[src/vr_pkg.sv]
package vr_pkg;

  // Phase current sample width and phase count limits
  localparam int CUR_W = 12;
  localparam int MAX_PH = 4;
  localparam int SUM_W = CUR_W + 2;
  localparam int ERR_W = CUR_W + 1;
  localparam int REF_W = 14;

  // Reference levels in units of 0.1 mV
  localparam logic [REF_W-1:0] REF_HI_TOP = 14'h3C8C;  // 1.5500 V
  localparam logic [REF_W-1:0] REF_HI_STEP = 14'h00FA; // 25 mV
  localparam logic [REF_W-1:0] REF_LO_TOP = 14'h1DC9;  // 0.7625 V
  localparam logic [REF_W-1:0] REF_LO_STEP = 14'h007D; // 12.5 mV

  // Mode select pin level meaning, sampled at enable rise
  localparam logic MODE_SERIAL = 1'h0;
  localparam logic MODE_PARALLEL = 1'h1;
  localparam logic MODE_RESET = MODE_SERIAL;

  // Active phase counts
  localparam logic [2:0] PH_CNT_2 = 3'h2;
  localparam logic [2:0] PH_CNT_3 = 3'h3;
  localparam logic [2:0] PH_CNT_4 = 3'h4;

  // Mode select setup time before enable rises
  localparam int CLK_PERIOD_PS = 5000;
  localparam int SEL_SETUP_NS = 1;
  localparam int SEL_SETUP_CYC =
    (SEL_SETUP_NS * 1000000 + CLK_PERIOD_PS - 1) / CLK_PERIOD_PS;
  localparam int SETUP_CNT_W = $clog2(SEL_SETUP_CYC + 1);

  // Switching period default in system clocks and error filter shift
  localparam int SW_PERIOD_DEF = 200;
  localparam int FILT_SH = 3;

  typedef enum {BAL_IDLE, BAL_DIV, BAL_APPLY} bal_state_t;

endpackage

[src/avg_divider.sv]
`timescale 1ns/1ps
module avg_divider
  import vr_pkg::*;
#(
  parameter int DW = SUM_W
) (
  input wire logic sys_clk_i,          // System clock
  input wire logic rstn_i,             // Async reset, active low
  input wire logic start_i,            // Load operands, one-cycle pulse
  input wire logic [DW-1:0] dividend_i, // Sum to divide
  input wire logic [2:0] divisor_i,    // Divisor, nonzero
  output logic done_o,                 // Quotient valid, one-cycle pulse
  output logic [DW-1:0] quotient_o     // Registered quotient
);

  localparam int CW = $clog2(DW + 1);

  // The shift path needs at least two quotient bits
  if (DW < 2) begin : g_bad_width
    $error("DW must be at least 2");
  end

  logic [DW-1:0] rem, next_rem;
  logic [DW-1:0] quo, next_quo;
  logic [2:0] div, next_div;
  logic [CW-1:0] cnt, next_cnt;
  logic busy, next_busy;
  logic done, next_done;
  logic [DW:0] trial;

  // Restoring division, one quotient bit per clock; DW clocks in total
  always_comb begin
    next_rem = rem;
    next_quo = quo;
    next_div = div;
    next_cnt = cnt;
    next_busy = busy;
    next_done = 1'h0;
    trial = {rem, quo[DW-1]};
    if (start_i) begin
      next_rem = '0;
      next_quo = dividend_i;
      next_div = divisor_i;
      next_cnt = CW'(DW);
      next_busy = 1'h1;
    end else if (busy) begin
      if (trial >= (DW+1)'(div)) begin
        next_rem = DW'(trial - (DW+1)'(div));
        next_quo = {quo[DW-2:0], 1'h1};
      end else begin
        next_rem = DW'(trial);
        next_quo = {quo[DW-2:0], 1'h0};
      end
      next_cnt = cnt - CW'(1);
      if (cnt == CW'(1)) begin
        next_busy = 1'h0;
        next_done = 1'h1;
      end
    end
  end

  always_ff @(posedge sys_clk_i or negedge rstn_i) begin
    if (!rstn_i) begin
      rem <= '0;
      quo <= '0;
      div <= 3'h1;
      cnt <= '0;
      busy <= 1'h0;
      done <= 1'h0;
    end else begin
      rem <= next_rem;
      quo <= next_quo;
      div <= next_div;
      cnt <= next_cnt;
      busy <= next_busy;
      done <= next_done;
    end
  end

  assign done_o = done;
  assign quotient_o = quo;

endmodule

[src/vr_mode_balance.sv]
`timescale 1ns/1ps
// Function
// Enable low keeps core and auxiliary regulators off; select pin sampled.
// Select pin level is captured into mode on enable rising edge.
// Captured low selects serial code mode, high selects parallel mode.
// Mode holds while enable stays high, until the next rising edge.
// Parallel code mode keeps auxiliary regulator off, core only.
// Codes 0..31 give 1.5500 V down to 0.7750 V, 25 mV steps.
// Codes 32..63 give 0.7625 V down to 0.3750 V, 12.5 mV steps.
// Each switching cycle, average of active phase samples is formed.
// Per active phase, filtered error versus average trims pulse width.
// Phase3 sense high gives 2 phases, else phase4 high 3, else 4.
module vr_mode_balance
  import vr_pkg::*;
#(
  parameter int SW_PERIOD = SW_PERIOD_DEF
) (
  input wire logic sys_clk_i,                     // System clock, 200 MHz
  input wire logic rstn_i,                        // Async reset, active low
  input wire logic enable_i,                      // Enable pin
  input wire logic mode_select_pin_i,             // Mode select pin
  input wire logic [5:0] code_i,                  // Parallel code, code_bit_5 MSB
  input wire logic phase3_sense_neg_i,            // High when tied to supply
  input wire logic phase4_sense_neg_i,            // High when tied to supply
  input wire logic [MAX_PH-1:0][CUR_W-1:0] phase_current_i, // Sampled currents
  output logic core_enable_o,                     // Multiphase core runs
  output logic aux_enable_o,                      // Auxiliary regulator runs
  output logic parallel_code_mode_o,              // 1 parallel, 0 serial
  output logic mode_setup_ok_o,                   // Select stable before rise
  output logic [REF_W-1:0] ref_level_o,           // Reference, 0.1 mV units
  output logic [2:0] active_phases_o,             // Active phase count
  output logic [CUR_W-1:0] cycle_average_current_o, // Cycle average
  output logic [MAX_PH-1:0][ERR_W-1:0] balance_trim_o // Signed width trims
);

  // The divider must finish well inside one switching cycle
  if (SW_PERIOD < SUM_W + 4) begin : g_bad_period
    $error("SW_PERIOD too short for the averaging divider");
  end

  localparam int SWC_W = $clog2(SW_PERIOD);

  // Two-flop synchronisers for the enable, select, sense and code pins
  logic [9:0] pin_s1, pin_s2;
  always_ff @(posedge sys_clk_i or negedge rstn_i) begin
    if (!rstn_i) begin
      pin_s1 <= '0;
      pin_s2 <= '0;
    end else begin
      pin_s1 <= {enable_i, mode_select_pin_i, phase3_sense_neg_i,
                 phase4_sense_neg_i, code_i};
      pin_s2 <= pin_s1;
    end
  end
  logic en_s, sel_s, ph3_s, ph4_s;
  logic [5:0] code_s;
  assign {en_s, sel_s, ph3_s, ph4_s, code_s} = pin_s2;

  // Mode capture, phase detection, reference decode
  logic en_d, next_en_d;
  logic mode, next_mode;
  logic setup_ok, next_setup_ok;
  logic sel_d, next_sel_d;
  logic [SETUP_CNT_W-1:0] stab_cnt, next_stab_cnt;
  logic [2:0] nph, next_nph;
  logic [REF_W-1:0] ref_lvl, next_ref_lvl;
  logic en_rise;

  assign en_rise = en_s & ~en_d;

  always_comb begin
    next_en_d = en_s;
    next_sel_d = sel_s;
    next_mode = mode;
    next_setup_ok = setup_ok;
    next_nph = nph;
    next_stab_cnt = stab_cnt;
    // Select level is watched continuously, with enable low or high
    if (sel_s != sel_d)
      next_stab_cnt = '0;
    else if (stab_cnt != SETUP_CNT_W'(SEL_SETUP_CYC))
      next_stab_cnt = stab_cnt + SETUP_CNT_W'(1);
    if (en_rise) begin
      next_mode = sel_s ? MODE_PARALLEL : MODE_SERIAL;
      next_setup_ok = (stab_cnt == SETUP_CNT_W'(SEL_SETUP_CYC));
    end
    // Phase count follows the sense pins only while stopped
    if (!en_s) begin
      if (ph3_s)
        next_nph = PH_CNT_2;
      else if (ph4_s)
        next_nph = PH_CNT_3;
      else
        next_nph = PH_CNT_4;
    end
    if (!code_s[5])
      next_ref_lvl = REF_HI_TOP - REF_W'(code_s[4:0]) * REF_HI_STEP;
    else
      next_ref_lvl = REF_LO_TOP - REF_W'(code_s[4:0]) * REF_LO_STEP;
  end

  always_ff @(posedge sys_clk_i or negedge rstn_i) begin
    if (!rstn_i) begin
      en_d <= 1'h0;
      sel_d <= 1'h0;
      mode <= MODE_RESET;
      setup_ok <= 1'h0;
      stab_cnt <= '0;
      nph <= PH_CNT_4;
      ref_lvl <= '0;
    end else begin
      en_d <= next_en_d;
      sel_d <= next_sel_d;
      mode <= next_mode;
      setup_ok <= next_setup_ok;
      stab_cnt <= next_stab_cnt;
      nph <= next_nph;
      ref_lvl <= next_ref_lvl;
    end
  end

  // Enable is one cycle behind en_s so a fresh mode is never missed
  assign core_enable_o = en_d;
  assign aux_enable_o = en_d & (mode == MODE_SERIAL);
  assign parallel_code_mode_o = mode;
  assign mode_setup_ok_o = setup_ok;
  assign ref_level_o = ref_lvl;
  assign active_phases_o = nph;

  // Switching cycle tick from a divider, only while the core runs
  logic [SWC_W-1:0] sw_cnt, next_sw_cnt;
  logic sw_tick;
  assign sw_tick = en_d && (sw_cnt == '0);
  always_comb begin
    if (!en_d || sw_cnt == SWC_W'(SW_PERIOD - 1))
      next_sw_cnt = '0;
    else
      next_sw_cnt = sw_cnt + SWC_W'(1);
  end
  always_ff @(posedge sys_clk_i or negedge rstn_i) begin
    if (!rstn_i)
      sw_cnt <= '0;
    else
      sw_cnt <= next_sw_cnt;
  end

  // Current balance
  bal_state_t state, next_state;
  logic [MAX_PH-1:0][CUR_W-1:0] samp, next_samp;
  logic [SUM_W-1:0] sum_q, next_sum_q, sum_c;
  logic [CUR_W-1:0] avg, next_avg;
  logic [MAX_PH-1:0][ERR_W-1:0] acc, next_acc, upd_acc;
  logic div_start, div_done;
  logic [SUM_W-1:0] quot;

  always_comb begin
    sum_c = '0;
    for (int p = 0; p < MAX_PH; p++)
      if (p < int'(nph))
        sum_c = sum_c + SUM_W'(phase_current_i[p]);
  end

  // Leaky integrator per phase; the shift sets the filter bandwidth
  for (genvar p = 0; p < MAX_PH; p++) begin : g_phase
    logic signed [ERR_W:0] err;
    logic signed [ERR_W:0] delta;
    always_comb begin
      err = $signed({2'h0, avg}) - $signed({2'h0, samp[p]});
      delta = (err - $signed({acc[p][ERR_W-1], acc[p]})) >>> FILT_SH;
      if (p < int'(nph))
        upd_acc[p] = ERR_W'($signed({acc[p][ERR_W-1], acc[p]}) + delta);
      else
        upd_acc[p] = '0;
    end
  end

  always_comb begin
    next_state = state;
    next_samp = samp;
    next_sum_q = sum_q;
    next_avg = avg;
    next_acc = acc;
    div_start = 1'h0;
    unique case (state)
      BAL_IDLE: begin
        if (sw_tick) begin
          next_samp = phase_current_i;
          next_sum_q = sum_c;
          div_start = 1'h1;
          next_state = BAL_DIV;
        end
      end
      BAL_DIV: begin
        if (div_done) begin
          next_avg = CUR_W'(quot);
          next_state = BAL_APPLY;
        end
      end
      BAL_APPLY: begin
        next_acc = upd_acc;
        next_state = BAL_IDLE;
      end
    endcase
    // Trims restart from zero whenever the core is stopped
    if (!en_d)
      next_acc = '0;
  end

  always_ff @(posedge sys_clk_i or negedge rstn_i) begin
    if (!rstn_i) begin
      state <= BAL_IDLE;
      samp <= '0;
      sum_q <= '0;
      avg <= '0;
      acc <= '0;
    end else begin
      state <= next_state;
      samp <= next_samp;
      sum_q <= next_sum_q;
      avg <= next_avg;
      acc <= next_acc;
    end
  end

  avg_divider #(
    .DW(SUM_W)
  ) u_div (
    .sys_clk_i(sys_clk_i),
    .rstn_i(rstn_i),
    .start_i(div_start),
    .dividend_i(sum_c),
    .divisor_i(nph),
    .done_o(div_done),
    .quotient_o(quot)
  );

  assign cycle_average_current_o = avg;
  assign balance_trim_o = acc;

  // Checks
  a_core_off_low: assert property (@(posedge sys_clk_i) disable iff (!rstn_i)
    !en_s ##1 1 |-> !core_enable_o && !aux_enable_o)
    else $error("regulator enabled while enable low");
  a_mode_capture: assert property (@(posedge sys_clk_i) disable iff (!rstn_i)
    en_rise |=> parallel_code_mode_o == $past(sel_s))
    else $error("mode not captured at enable rise");
  a_mode_serial: assert property (@(posedge sys_clk_i) disable iff (!rstn_i)
    en_rise && !sel_s |=> !parallel_code_mode_o && aux_enable_o)
    else $error("low select did not give serial mode");
  a_mode_hold: assert property (@(posedge sys_clk_i) disable iff (!rstn_i)
    en_d && en_s && !en_rise |=> $stable(parallel_code_mode_o))
    else $error("mode changed while enable high");
  a_aux_off_par: assert property (@(posedge sys_clk_i) disable iff (!rstn_i)
    parallel_code_mode_o |-> !aux_enable_o)
    else $error("auxiliary on in parallel mode");
  a_ref_upper: assert property (@(posedge sys_clk_i) disable iff (!rstn_i)
    !code_s[5] |=> ref_level_o ==
      14'h3C8C - 14'h00FA * 14'($past(code_s[4:0])))
    else $error("upper code range reference wrong");
  a_ref_lower: assert property (@(posedge sys_clk_i) disable iff (!rstn_i)
    code_s[5] |=> ref_level_o ==
      14'h1DC9 - 14'h007D * 14'($past(code_s[4:0])))
    else $error("lower code range reference wrong");
  a_avg_exact: assert property (@(posedge sys_clk_i) disable iff (!rstn_i)
    state == BAL_APPLY |-> 17'(avg) * 17'(nph) <= 17'(sum_q) &&
      17'(sum_q) < (17'(avg) + 17'h1) * 17'(nph))
    else $error("cycle average is not sum over phases");
  a_avg_timely: assert property (@(posedge sys_clk_i) disable iff (!rstn_i)
    div_start |-> ##[1:20] state == BAL_APPLY)
    else $error("average not ready in time");
  a_trim_idle: assert property (@(posedge sys_clk_i) disable iff (!rstn_i)
    nph == PH_CNT_2 && state == BAL_APPLY |=>
      balance_trim_o[2] == '0 && balance_trim_o[3] == '0)
    else $error("inactive phase has a trim");
  a_phase_cnt: assert property (@(posedge sys_clk_i) disable iff (!rstn_i)
    !en_s && ph3_s |=> active_phases_o == 3'h2)
    else $error("phase3 sense did not select two phases");

  c_serial: cover property (@(posedge sys_clk_i) disable iff (!rstn_i)
    en_rise && !sel_s ##1 !parallel_code_mode_o);
  c_parallel: cover property (@(posedge sys_clk_i) disable iff (!rstn_i)
    en_rise && sel_s ##1 parallel_code_mode_o);
  c_three_ph: cover property (@(posedge sys_clk_i) disable iff (!rstn_i)
    nph == PH_CNT_3 && state == BAL_APPLY);
  c_trim_set: cover property (@(posedge sys_clk_i) disable iff (!rstn_i)
    state == BAL_APPLY ##1 balance_trim_o[0] != '0);

endmodule

[config.mk]
export PLATFORM = sky130hd
export DESIGN_NAME = vr_mode_balance
export DESIGN_NICKNAME = d
export VERILOG_FILES = /design/src/vr_pkg.sv /design/src/avg_divider.sv /design/src/vr_mode_balance.sv
export SDC_FILE = /design/constraint.sdc
export NUM_CORES = 1
export LEC_CHECK = 0
export ABC_AREA = 0
export BUFFER_PORTS_ARGS = -buffer_cell sky130_fd_sc_hd__clkbuf_2
export CAP_MARGIN = 25
export CORE_ASPECT_RATIO = 1.2
export CORE_UTILIZATION = 25
export CTS_BUF_LIST = sky130_fd_sc_hd__clkbuf_8
export DETAILED_ROUTE_END_ITERATION = 10
export PLACE_DENSITY = 0.42
export SYNTH_ARGS = -nofsm -noshare
export SYNTH_HDL_FRONTEND = slang
export SYNTH_SLANG_ARGS = --single-unit
[constraint.sdc]
create_clock -name sys_clk_i -period 7.9 [get_ports sys_clk_i]
set_input_delay 1.58 -clock sys_clk_i [delete_from_list [all_inputs] [get_ports sys_clk_i]]
set_output_delay 1.58 -clock sys_clk_i [all_outputs]
set_load 0.02 [all_outputs]
==> Implementation_results.wiki <==
{| class="wikitable"
! Metric !! Value
|-
| Worst setup path category || flip-flop to flip-flop
|-
| Clock root buffer master || sky130_fd_sc_hd__clkbuf_8
|-
| Headroom to the max-slew limit || 37.9%
|-
| CP Launch Type || flip-flop
|-
| Maximum clock rate || 0.155 GHz
|-
| Cell types with the largest area share after synthesis || sky130_fd_sc_hd__dfrtp_1, sky130_fd_sc_hd__ha_1, sky130_fd_sc_hd__xnor2_1
|-
| Arrival time reported for the critical path endpoint || 6.94 ns
|-
| Clock sink count || 208
|-
| Post-CTS Setup Bufs || 0
|-
| Area fraction of the dominant cell type after synthesis || 29.2%
|-
| Worst Setup End Kind || flip-flop
|-
| Post-Place Cell Area || 0.0194 mm2
|-
| Maximum number of pins on one net before global-route repair || 107
|-
| Clock-pin slew on the worst setup and hold paths || 0.06 ns
|-
| Share of synthesized flip-flops with an asynchronous set or reset || 100%
|-
| Total Negative Setup Slacks || 0 ns
|-
| Initial DRC Count || 632
|-
| Critical path startpoint || active_phases_o[2]
|-
| Number of pins exceeding their max-slew limit in the final report || 0
|-
| Synthesized cell area || 0.0177 mm2
|-
| Reg-to-reg critical path endpoint || u_div.quotient_o[12]
|-
| Total number of nets in the final design || 2487
|-
| Hold Fails Final Rpt || 0
|-
| Number of buffers created by CTS || 44
|-
| Reg2reg path depth || 24
|-
| Floorplan Core Area || 0.0698 mm2
|-
| Clock Latency Late Sink || 0.62 ns
|-
| Initial standard-cell utilization of the core || 25.3%
|-
| H-tree levels || 2
|-
| Prevailing post-synth register cell || sky130_fd_sc_hd__dfrtp_1
|-
| Synth Register Bits || 208
|-
| Number of vias per cell after detailed routing || 4.72
|-
| Count of mapped cells out of synthesis || 2010
|-
| Total congestion overflow || 0
|-
| Antenna Nets Post-Route || 0
|-
| Synth unique cells || 76
|-
| Slew at the pin closest to its max-slew limit || 0.931 ns
|-
| Crit-path max FO || 35
|-
| Pre-CTS WS || 1.03 ns
|-
| Count of flip-flops with a built-in enable after synthesis || 0
|-
| Via Count || 14700
|-
| Resize count post-CTS || 0
|-
| Unrepaired setup endpoints after global routing || false
|-
| Remaining routing DRC violations || 0
|-
| Die area || 0.0717 mm2
|-
| Total non-filler cell area in the finished layout || 0.0204 mm2
|-
| # IOs || 145
|-
| Library cell with the largest summed area after synthesis || sky130_fd_sc_hd__dfrtp_1
|-
| Number of rows created at floorplan || 106
|-
| Global Route Usage Sum || 14.8%
|-
| Post-CTS Hold Fix Bufs || 0
|-
| Fraction of the cycle the final worst path needs || 81.7%
|-
| Maximum buffer depth of the clock tree || 3
|-
| Fraction of layout instances using a drive strength above 1 || 12.6%
|-
| Portion of the post-synthesis area used by sequential elements || 29.5%
|-
| Hpwl dp || 40500 um
|-
| Hold/Removal Path Class || flip-flop to flip-flop
|-
| TritonCTS clock tree || done
|-
| WL/cell || 16.8 um
|-
| Synthesized netlist net count || 2338
|-
| Count of endpoints failing setup in the final report || 0
|-
| Slack of the critical path || 1.45 ns
|-
| Capturing instance or port of the critical path || u_div.quotient_o[12]
|-
| Final WL || 52300 um
|-
| Maximum capacitance violations || 0
|-
| Area added between synthesis and finish || 15.2%
|-
| Routability Congestion || 0.860
|-
| Buffers added on ports || 144
|-
| Worst EP required || 8.39 ns
|-
| Chip height || 293 um
|-
| Wire length of the first global-routing pass || 82800 um
|-
| Router iterations before antenna repair || 5
|-
| Mean instance size in the synthesized netlist || 8.79 um2
|-
| Yosys warnings || 0
|-
| Run status || complete, no violations
|-
| Via count of the first global-routing pass || 15100
|-
| Die boundary width || 245 um
|-
| Worst reg-to-reg setup slack || 1.45 ns
|-
| Antenna violations before repair || 3
|-
| Min Tclk post-route || 6.45 ns
|-
| Clock Skew || 0.0297 ns
|-
| Worst flop-to-flop path startpoint || active_phases_o[2]
|}
[logic make-up after synthesis]
family                     share of synthesized area, %
and+or+nand+nor                                    14.9
adders and majority gates                          20.4
DFF                                                29.5
AOI/OAI and AO/OA                                  19.3
xor gates and xnor gates                           8.48
muxes                                              2.03
buffers and inverters                              5.43
[area by class of cell]
class / instances / area, um2
Fill cell: 7526 / 49400
Multi-Input combinational cell: 1552 / 11500
Sequential cell: 208 / 5210
Tap cell: 918 / 1150
Timing Repair Buffer: 153 / 811
Inverter: 200 / 751
Clock buffer: 54 / 743
Clock inverter: 24 / 169
Antenna cell: 1 / 2.50
[per-layer routing]
metal,GRT usage (%),share of wire [%],vias to the layer above
li1,-,-,7329
met1,18.1,45,7047
met2,25.8,48,224
met3,2.69,4.1,81
met4,4.74,2.9,4
met5,0,0.048,-
[sequential cells by signal (all words and copies together) (netlist names), 2 cells and up]
signal / count
pin_s2: 10
cycle_average_current_o: 12
sw_cnt: 8
balance_trim_o: 52
pin_s1: 10
active_phases_o: 3
ref_level_o: 14
u_div.quotient_o: 14
state: 2
samp: 48
u_div.cnt: 4
u_div.rem: 14
u_div.div: 3
stab_cnt: 8
[through the flow]
step                instances  hold slack [ns]  util, %
global placement         3031            0.333     27.9
detailed placement       3031            0.336     27.9
finish                   3110            0.346     29.2
CTS                      3109            0.348     29.2
floorplan                2010            0.331        -
global route             3110            0.350     29.2
[cells in the mapped netlist (15+ instances only)]
library cell and count:
sky130_fd_sc_hd__ha_1 237, sky130_fd_sc_hd__dfrtp_1 206, sky130_fd_sc_hd__inv_1 200, sky130_fd_sc_hd__nand2_1 165, sky130_fd_sc_hd__nor2_1 163, sky130_fd_sc_hd__o21ai_0 131, sky130_fd_sc_hd__a21oi_1 127, sky130_fd_sc_hd__xnor2_1 115
sky130_fd_sc_hd__xor2_1 56, sky130_fd_sc_hd__nor3_1 49, sky130_fd_sc_hd__a22o_1 42, sky130_fd_sc_hd__clkbuf_1 41, sky130_fd_sc_hd__nor2b_1 36, sky130_fd_sc_hd__nand3_1 34, sky130_fd_sc_hd__a21o_1 33, sky130_fd_sc_hd__fa_1 31
sky130_fd_sc_hd__o21a_1 31, sky130_fd_sc_hd__and3_1 22, sky130_fd_sc_hd__mux2_2 22, sky130_fd_sc_hd__nand2b_1 22, sky130_fd_sc_hd__and2_1 19, sky130_fd_sc_hd__o21bai_1 17, sky130_fd_sc_hd__o21ai_1 15
[placed cells by master, fill, tap and decap left out, types with 17 or more instances in the layout]
master,synthesis,layout
sky130_fd_sc_hd__nand2b_1,22,22
sky130_fd_sc_hd__o21bai_1,17,17
sky130_fd_sc_hd__nor3_1,49,47
sky130_fd_sc_hd__nor2_1,163,163
sky130_fd_sc_hd__xnor2_1,115,115
sky130_fd_sc_hd__a22o_1,42,42
sky130_fd_sc_hd__inv_1,200,208
sky130_fd_sc_hd__ha_1,237,237
sky130_fd_sc_hd__o21ai_0,131,131
sky130_fd_sc_hd__clkbuf_2,0,143
sky130_fd_sc_hd__nor2b_1,36,35
sky130_fd_sc_hd__xor2_1,56,56
sky130_fd_sc_hd__dfrtp_1,206,206
sky130_fd_sc_hd__a21o_1,33,33
sky130_fd_sc_hd__and3_1,22,22
sky130_fd_sc_hd__a21oi_1,127,127
sky130_fd_sc_hd__nand2_1,165,165
sky130_fd_sc_hd__o21a_1,31,31
sky130_fd_sc_hd__clkbuf_8,0,54
sky130_fd_sc_hd__fa_1,31,31
sky130_fd_sc_hd__mux2_2,22,22
sky130_fd_sc_hd__nand3_1,34,34
sky130_fd_sc_hd__and2_1,19,19
[critical path, stage by stage (launching register included)]
cell and delay (ns):
sky130_fd_sc_hd__dfstp_2 0.59, sky130_fd_sc_hd__or3_4 0.56, sky130_fd_sc_hd__and2_1 0.21, sky130_fd_sc_hd__ha_1 0.22, sky130_fd_sc_hd__fa_1 0.43, sky130_fd_sc_hd__o21ai_0 0.17, sky130_fd_sc_hd__o21ai_1 0.15, sky130_fd_sc_hd__a221oi_2 0.40
sky130_fd_sc_hd__a21oi_2 0.15, sky130_fd_sc_hd__xnor2_1 0.14, sky130_fd_sc_hd__a21oi_1 0.25, sky130_fd_sc_hd__ha_1 0.32, sky130_fd_sc_hd__and2_1 0.20, sky130_fd_sc_hd__and4_1 0.22, sky130_fd_sc_hd__or4_1 0.46, sky130_fd_sc_hd__and3_1 0.19
sky130_fd_sc_hd__a311oi_1 0.32, sky130_fd_sc_hd__a21oi_1 0.12, sky130_fd_sc_hd__ha_1 0.29, sky130_fd_sc_hd__or3_1 0.37, sky130_fd_sc_hd__o21ai_0 0.08, sky130_fd_sc_hd__a21oi_1 0.08, sky130_fd_sc_hd__nand3_1 0.09, sky130_fd_sc_hd__o21ai_1 0.07
sky130_fd_sc_hd__o31a_1 0.24
[worst min path at each step]
stage / start / to / cells past startpoint
final: pin_s1[8] / pin_s2[8] / 0
after CTS: pin_s1[8] / pin_s2[8] / 0
after floorplan: pin_s1[0] / pin_s2[0] / 0
after global routing: pin_s1[3] / pin_s2[3] / 0
after detailed placement: pin_s1[8] / pin_s2[8] / 0
after global placement: pin_s1[4] / pin_s2[4] / 0
Power is not shown: default switching activity piles up to over one toggle a cycle in this logic, so the estimate is an artifact.
